## config.mk

```make
export PLATFORM = sky130hd
export DESIGN_NAME = bie_exec
export DESIGN_NICKNAME = d
export VERILOG_FILES = /design/src/verilog/bie_pkg.sv /design/src/verilog/bie_decode.sv /design/src/verilog/bie_exec.sv
export SDC_FILE = /design/constraint.sdc
export NUM_CORES = 1
export LEC_CHECK = 0
export BUFFER_PORTS_ARGS = -buffer_cell sky130_fd_sc_hd__buf_2
export CAP_MARGIN = 10
export CORE_UTILIZATION = 40
export CTS_BUF_LIST = sky130_fd_sc_hd__clkbuf_8
export CTS_CLUSTER_SIZE = 20
export DETAILED_ROUTE_END_ITERATION = 6
export PLACE_DENSITY = 0.75
export SYNTH_ARGS = -nofsm -noshare
export SYNTH_HDL_FRONTEND = slang
export SYNTH_SLANG_ARGS = --single-unit
```

## constraint.sdc

```tcl
create_clock -name clk -period 3.6 [get_ports clk]
set_input_delay 0.18 -clock clk [delete_from_list [all_inputs] [get_ports clk]]
set_output_delay 0.18 -clock clk [all_outputs]
set_load 0.05 [all_outputs]
```

## src/verilog/bie_pkg.sv

```systemverilog
/*
 * constants for the branch and increment execution block: opcode patterns,
 * field positions, status bit positions and widths.
 * assumes a 12-bit instruction word and an 11-bit program counter.
 */
`default_nettype none

package bie_pkg;
    // ------------------------------------------------------------------
    // widths
    // ------------------------------------------------------------------
    localparam int OP_W   = 12;
    localparam int PC_W   = 11;
    localparam int DATA_W = 8;
    localparam int FADR_W = 5;

    // ------------------------------------------------------------------
    // opcode patterns and masks
    // ------------------------------------------------------------------
    localparam logic [11:0] JMP_MASK  = 12'hE00;
    localparam logic [11:0] JMP_CODE  = 12'hA00;
    localparam logic [11:0] INC_MASK  = 12'hFC0;
    localparam logic [11:0] INC_CODE  = 12'h280;
    localparam logic [11:0] INCS_CODE = 12'h3C0;
    localparam logic [11:0] NOP_CODE  = 12'h000;

    // ------------------------------------------------------------------
    // field positions
    // ------------------------------------------------------------------
    localparam int LIT_HI   = 8;
    localparam int DEST_BIT = 5;
    localparam int FADR_HI  = 4;
    localparam int PAGE_LO  = 5;
    localparam int PAGE_HI  = 6;
    localparam int ZERO_BIT = 2;

    // ------------------------------------------------------------------
    // reset values
    // ------------------------------------------------------------------
    localparam logic [7:0]  DATA_RST = 8'h00;
    localparam logic [10:0] PC_RST   = 11'h000;
    localparam logic [11:0] OP_RST   = 12'h000;

    typedef enum logic [1:0] {
        BIE_OP_OTHER,
        BIE_OP_JUMP,
        BIE_OP_INC,
        BIE_OP_INCS
    } bie_op_t;
endpackage : bie_pkg

`default_nettype wire
```

## src/verilog/bie_decode.sv

```systemverilog
/*
 * opcode classifier: sorts one instruction word into the handled classes.
 * assumes the word is stable for the cycle in which it is presented.
 */
`default_nettype none

module bie_decode (
    input  wire logic [11:0]    opcode,
    output var bie_pkg::bie_op_t op_class
);
    // ------------------------------------------------------------------
    // classification
    // ------------------------------------------------------------------
    function automatic bie_pkg::bie_op_t classify(input logic [11:0] w);
        if ((w & bie_pkg::JMP_MASK) == bie_pkg::JMP_CODE) begin // [RL1]
            return bie_pkg::BIE_OP_JUMP;
        end else if ((w & bie_pkg::INC_MASK) == bie_pkg::INC_CODE) begin
            return bie_pkg::BIE_OP_INC;
        end else if ((w & bie_pkg::INC_MASK) == bie_pkg::INCS_CODE) begin
            return bie_pkg::BIE_OP_INCS;
        end else begin
            return bie_pkg::BIE_OP_OTHER;
        end
    endfunction : classify

    assign op_class = classify(opcode);
endmodule : bie_decode

`default_nettype wire

```

## src/verilog/bie_exec.sv

```systemverilog
/*
 * execution logic for the absolute jump, the file increment and the
 * increment-and-skip instructions of a 12-bit-word core.
 * assumes the fetch unit presents one instruction word per enabled cycle
 * with a valid flag, and supplies the addressed file value combinationally.
 * file writes and status writes are one-cycle pulses with registered data.
 */
// Functional notes
// RL1: absolute jump decoded, always taken, no condition
// RL2: nine literal bits load counter bits 8..0
// RL3: status bits 6..5 load counter bits 10..9
// RL4: jump takes two cycles, flags untouched
// RL5: increment file, destination bit picks target
// RL6: increment-skip routes likewise, flags untouched
// RL7: zero result skips next, two cycles
// RL8: skipped slot runs as no-operation, no effect
// RL9: increment wraps, zero flag follows result
`default_nettype none

module bie_exec (
    input  wire logic          clk,
    input  wire logic          sys_rst,
    input  wire logic          clk_en,
    input  wire logic          instr_valid,
    input  wire logic [11:0]   instr_word,
    input  wire logic [7:0]    status_in,
    input  wire logic [7:0]    file_rd_data,
    output logic      [4:0]    file_rd_addr,
    output logic               file_wr_en,
    output logic      [4:0]    file_wr_addr,
    output logic      [7:0]    file_wr_data,
    output logic               work_wr_en,
    output logic      [7:0]    work_wr_data,
    output logic               zero_wr_en,
    output logic               zero_value,
    output logic               pc_load,
    output logic      [10:0]   program_counter,
    output logic               flush,
    output logic               busy
);
    // ------------------------------------------------------------------
    // decode
    // ------------------------------------------------------------------
    bie_pkg::bie_op_t op_class;
    logic             slot_dead;
    logic             live;
    logic [7:0]       sum;
    logic             dest_file;

    bie_decode u_decode (
        .opcode   (instr_word),
        .op_class (op_class)
    );

    // an instruction in a flushed slot is a no-operation
    assign live      = instr_valid && !slot_dead; // [RL8]
    assign file_rd_addr = instr_word[bie_pkg::FADR_HI:0];
    // eight-bit add drops the carry, so all ones wraps to zero
    assign sum       = file_rd_data + 8'h01; // [RL9]
    assign dest_file = instr_word[bie_pkg::DEST_BIT];

    // ------------------------------------------------------------------
    // slot kill: the word after a taken jump or zero skip is discarded
    // ------------------------------------------------------------------
    logic next_dead;

    always_comb begin
        next_dead = 1'b0;
        if (live) begin
            unique case (op_class)
                bie_pkg::BIE_OP_JUMP:  next_dead = 1'b1; // [RL4]
                bie_pkg::BIE_OP_INCS:  next_dead = (sum == 8'h00); // [RL7]
                bie_pkg::BIE_OP_INC:   next_dead = 1'b0;
                bie_pkg::BIE_OP_OTHER: next_dead = 1'b0;
            endcase
        end
    end

    always_ff @(posedge clk or posedge sys_rst) begin
        if (sys_rst) begin
            slot_dead <= 1'b0;
        end else if (clk_en) begin
            if (instr_valid) begin
                slot_dead <= next_dead; // [RL8]
            end
        end
    end

    // combinational handshake: tells fetch to drop its prefetched word
    assign flush = live && next_dead; // [RL7] [RL8]
    // second cycle of a two-cycle instruction
    assign busy  = slot_dead; // [RL4] [RL7]

    // ------------------------------------------------------------------
    // program counter load
    // ------------------------------------------------------------------
    always_ff @(posedge clk or posedge sys_rst) begin
        if (sys_rst) begin
            pc_load         <= 1'b0;
            program_counter <= bie_pkg::PC_RST;
        end else if (clk_en) begin
            pc_load <= live && (op_class == bie_pkg::BIE_OP_JUMP); // [RL1]
            if (live && (op_class == bie_pkg::BIE_OP_JUMP)) begin
                program_counter <= {
                    status_in[bie_pkg::PAGE_HI:bie_pkg::PAGE_LO], // [RL3]
                    instr_word[bie_pkg::LIT_HI:0]                 // [RL2]
                };
            end
        end
    end

    // ------------------------------------------------------------------
    // result routing
    // ------------------------------------------------------------------
    logic is_inc;

    assign is_inc = live && ((op_class == bie_pkg::BIE_OP_INC)
                          || (op_class == bie_pkg::BIE_OP_INCS));

    always_ff @(posedge clk or posedge sys_rst) begin
        if (sys_rst) begin
            file_wr_en   <= 1'b0;
            file_wr_addr <= 5'h00;
            file_wr_data <= bie_pkg::DATA_RST;
            work_wr_en   <= 1'b0;
            work_wr_data <= bie_pkg::DATA_RST;
        end else if (clk_en) begin
            file_wr_en <= is_inc && dest_file; // [RL5] [RL6]
            work_wr_en <= is_inc && !dest_file; // [RL5] [RL6]
            if (is_inc) begin
                file_wr_addr <= file_rd_addr;
                file_wr_data <= sum;
                work_wr_data <= sum;
            end
        end
    end

    // ------------------------------------------------------------------
    // zero flag: only the plain increment touches it
    // ------------------------------------------------------------------
    always_ff @(posedge clk or posedge sys_rst) begin
        if (sys_rst) begin
            zero_wr_en <= 1'b0;
            zero_value <= 1'b0;
        end else if (clk_en) begin
            // jump and increment-skip leave the flags alone
            zero_wr_en <= live
                       && (op_class == bie_pkg::BIE_OP_INC); // [RL6] [RL9]
            if (live && (op_class == bie_pkg::BIE_OP_INC)) begin
                zero_value <= (sum == 8'h00); // [RL9]
            end
        end
    end
endmodule : bie_exec

`default_nettype wire

```

==> results.py <==
metrics = {
    "pwr": {
        "power_density_nw_per_um2": 598.7,
        "p_switching_uw": 477.4,
        "internal_power_uw": 647.8,
        "p_comb_share_pct": 38.3,
        "netSwitchingFraction_pct": 42.43,
        "p_leak_nw": 0.9791,
        "clock_power_share_pct": 24.6,
        "vdd.ir_drop.worst_mv": 0.3218,
        "pwr-share-seq_pct": 37.1,
    },
    "placed_design": {
        "numPortBuffers": 69,
        "dpl.hpwl_mm": 2.172,
        "post_dp_cell_area_um2": 1774,
        "place.gp.congestion": 0.7042,
    },
    "timing": {
        "min_period_ns": 1.899,
        "worst_pin_slew_ns": 0.6233,
        "min_period_over_period_pct": 52.75,
        "hold_viol": 0,
        "rsz0062_at_grt": "no",
        "setup-tns-final_ns": 0,
        "worst_clock_skew_ns": 0.006240,
        "fmax_mhz": 526.6,
        "setup_viol": 0,
        "slew_viol_final": 0,
        "max_slew_margin_pct": 58.31,
        "whs_ns": 0.09585,
    },
    "cts": {
        "clk_pin_slew_worst_paths_ns": 0.07,
        "cts_tree": "yes",
        "cts_inserted_buffers": 5,
        "clockBufferDepth": 2,
        "cts_hold_buf": 1,
        "cts_sinks": 30,
        "insertion_delay_ns": 0.28,
        "post_cts_resized": 0,
        "post_cts_buffers": 0,
        "cts_root_buf": "clkbuf_8",
        "cts-htree-levels": 2,
    },
    "grt": {
        "grt_pass1_vias": 1128,
        "gr-total-overflow": 0,
        "grt_max_degree": 31,
        "grt_pass1_wl_mm": 4.843,
        "antenna_found_initial": 0,
        "grtUsageTotal_pct": 15.97,
    },
    "floorplanning": {
        "dieArea_um2": 3941,
        "ios": 76,
        "rows": 21,
        "coreArea_um2": 3442,
        "start_util_pct": 42.93,
        "die_w_um": 62.78,
        "die_h_um": 62.78,
    },
    "synth": {
        "avgSynthCellArea_um2": 11.54,
        "yosysUniqueCellTypes": 33,
        "ys_ff_latch": 30,
        "syn_nets": 161,
        "yosysSeqAreaShare_pct": 50.80,
        "ys.warnings.count": 0,
        "netlist_area_um2": 1478,
        "synthCells": 128,
    },
    "final_layout": {
        "nNetsFinal": 223,
        "layout-drive-gt1-share_pct": 53.40,
        "antenna_cells": 0,
        "final_area_um2": 1879,
        "areaGrowthSynthToFinish_pct": 27.18,
    },
    "routing": {
        "routed_wl_mm": 2.840,
        "postRouteAntennaNets": 0,
        "top_layer": "met4",
        "num_vias": 1130,
        "drtIter0Drc": 32,
        "drcViolationCount": 0,
        "dr.pass1.iters": 3,
        "via_per_inst": 4.768,
        "wl_met3_um": 234,
        "wl_met2_mm": 1.326,
        "route.detailed.wl_per_inst_um": 11.98,
        "m1WireLength_mm": 1.222,
    },
    "critical_path": {
        "cp_top_family": "simple AND/OR/NAND/NOR gates",
        "cp-start-kind": "primary input",
        "cpMostUsedCell": "buf_2",
        "critPathKind": "in2out",
        "crit_slowest_cell": "or4b_1",
        "path_max_fanout": 5,
        "cp_data_arrival_time_ns": 1.72,
        "cp_cell_sequence": "buf_2 -> ha_1 -> or4b_1 -> nor3_2 -> a311oi_2 -> o22ai_1 -> buf_2",
        "required_ns": 3.42,
        "slowest_delay_ns": 0.51,
        "endpoint_kind": "output pin",
        "path_buf_inv": 2,
    },
    "flow_run": {
        "maxCapViolCount": 0,
    },
    "hold_path": {
        "hold_class": "in2reg",
    },
    "status": {
        "status": "finished, final reports clean",
    },
}
==> per-stage QoR <==
stage | util, % | power [mW] | cells | setup slack (ns)
after floorplan | - | 0.7740 | 128 | 1.531
after global placement | 51.54 | 0.8526 | 228 | 1.712
after detailed placement | 51.54 | 0.8591 | 228 | 1.682
after CTS | 54.60 | 1.141 | 237 | 1.687
after global routing | 54.60 | 1.183 | 237 | 1.610
final | 54.60 | 1.125 | 237 | 1.701
==> sequential cells by signal (all words and copies together), names as in the netlist <==
| signal | flops |
|---|---|
| program_counter | 11 |
| work_wr_data | 8 |
| file_wr_addr | 5 |
| busy | 1 |
| file_wr_en | 1 |
| pc_load | 1 |
| work_wr_en | 1 |
| zero_value | 1 |
| zero_wr_en | 1 |
==> final timing paths <==
path	from	to	slack (ns)	cells past startpoint
max	file_rd_data[0]	flush	1.70	7
min	instr_word[5]	work_wr_en$_DFFE_PP0P_	0.1	2
max reg2reg	busy$_DFFE_PP0P_	program_counter[5]$_DFFE_PP0P_	1.90	3
min reg2reg	pc_load$_DFFE_PP0P_	pc_load$_DFFE_PP0P_	0.48	1
max in group asynchronous	sys_rst	program_counter[1]$_DFFE_PP0P_	2.81	4
min in group asynchronous	sys_rst	work_wr_data[6]$_DFFE_PP0P_	0.51	4
==> worst reg2reg max path: cells and delay by family, from the launching register on <==
family / cells / cell delay, ns
AND/OR/NAND/NOR: 2 / 0.76
multiplexers: 1 / 0.41
flip-flops: 1 / 0.40
==> area by class of cell <==
type	instances	area (um2)
flip-flops and latches	30	750.7
inverters	5	18.77
repair buffers	71	362.8
fillers	324	1563
clock inverters	2	12.51
well taps	46	57.56
clock buffers	6	82.58
multi-input cells	77	594.3
==> per-layer routing <==
| layer | GRT usage, % | vias up |
|---|---|---|
| met4 | 7.849 | 0 |
| li1 | - | 558 |
| met5 | 0 | - |
| met3 | 5.839 | 7 |
| met1 | 17.33 | 517 |
| met2 | 27.31 | 48 |
==> kinds of logic (layout without fill, tap and decap cells) <==
| kind of cell | Yosys count | in the layout | share of synthesized area [%] |
|---|---|---|---|
| muxes | 17 | 17 | 12.95 |
| buffers and inverters | 21 | 84 | 8.975 |
| and+or+nand+nor | 33 | 33 | 13.97 |
| AOI/OAI and AO/OA | 19 | 19 | 8.299 |
| adders and majority gates | 1 | 1 | 0.8466 |
| DFF | 30 | 30 | 50.80 |
| xor gates and xnor gates | 7 | 7 | 4.149 |
==> Yosys cell counts <==
| cell type | count | area [um2] |
|---|---|---|
| and3b_1 | 1 | 8.760 |
| a21o_1 | 1 | 7.510 |
| xor2_1 | 3 | 26.28 |
| o21ai_1 | 4 | 20.02 |
| clkbuf_1 | 1 | 3.750 |
| o21ai_0 | 6 | 30.03 |
| nor3_4 | 1 | 16.27 |
| nor3_1 | 1 | 5.000 |
| o21a_1 | 1 | 7.510 |
| xnor2_1 | 4 | 35.03 |
| nand2_1 | 12 | 45.04 |
| mux2_2 | 17 | 191.4 |
| ha_1 | 1 | 12.51 |
| nor3_2 | 2 | 20.02 |
| nand4_1 | 1 | 6.260 |
| nand3_1 | 3 | 15.01 |
| buf_4 | 14 | 105.1 |
| or4b_1 | 1 | 10.01 |
| dfrtp_1 | 30 | 750.7 |
| o22ai_1 | 1 | 6.260 |
| o2bb2ai_1 | 2 | 17.52 |
| nand3b_1 | 2 | 15.01 |
| a311oi_2 | 1 | 15.01 |
| and4bb_2 | 1 | 12.51 |
| buf_2 | 1 | 5.000 |
| inv_1 | 5 | 18.77 |
| nor2_1 | 2 | 7.510 |
| and3_1 | 1 | 6.260 |
| a21oi_1 | 2 | 10.01 |
| nand3_2 | 2 | 20.02 |
| a211o_1 | 1 | 8.760 |
| or3_1 | 1 | 6.260 |
| nand2b_1 | 2 | 12.51 |
==> placed cells by master (no fill, tap or decap), types with 3 or more instances in the layout <==
cell type / netlist / routed
buf_2: 1 / 69
dfrtp_1: 30 / 30
mux2_2: 17 / 17
nand2_1: 12 / 12
o21ai_0: 6 / 6
clkbuf_8: 0 / 6
inv_1: 5 / 5
xnor2_1: 4 / 4
o21ai_1: 4 / 4
xor2_1: 3 / 3
nand3_1: 3 / 3
==> power by group through the flow <==
stage	sequential, mW	combinational, mW	clock, mW
5_1_grt	0.426	0.451	0.306
2_1_floorplan	0.619	0.155	0
3_5_place_dp	0.426	0.434	0
3_3_place_gp	0.423	0.430	0
6_report	0.418	0.431	0.276
4_1_cts	0.419	0.435	0.286
(Power assumes the default switching activity.)
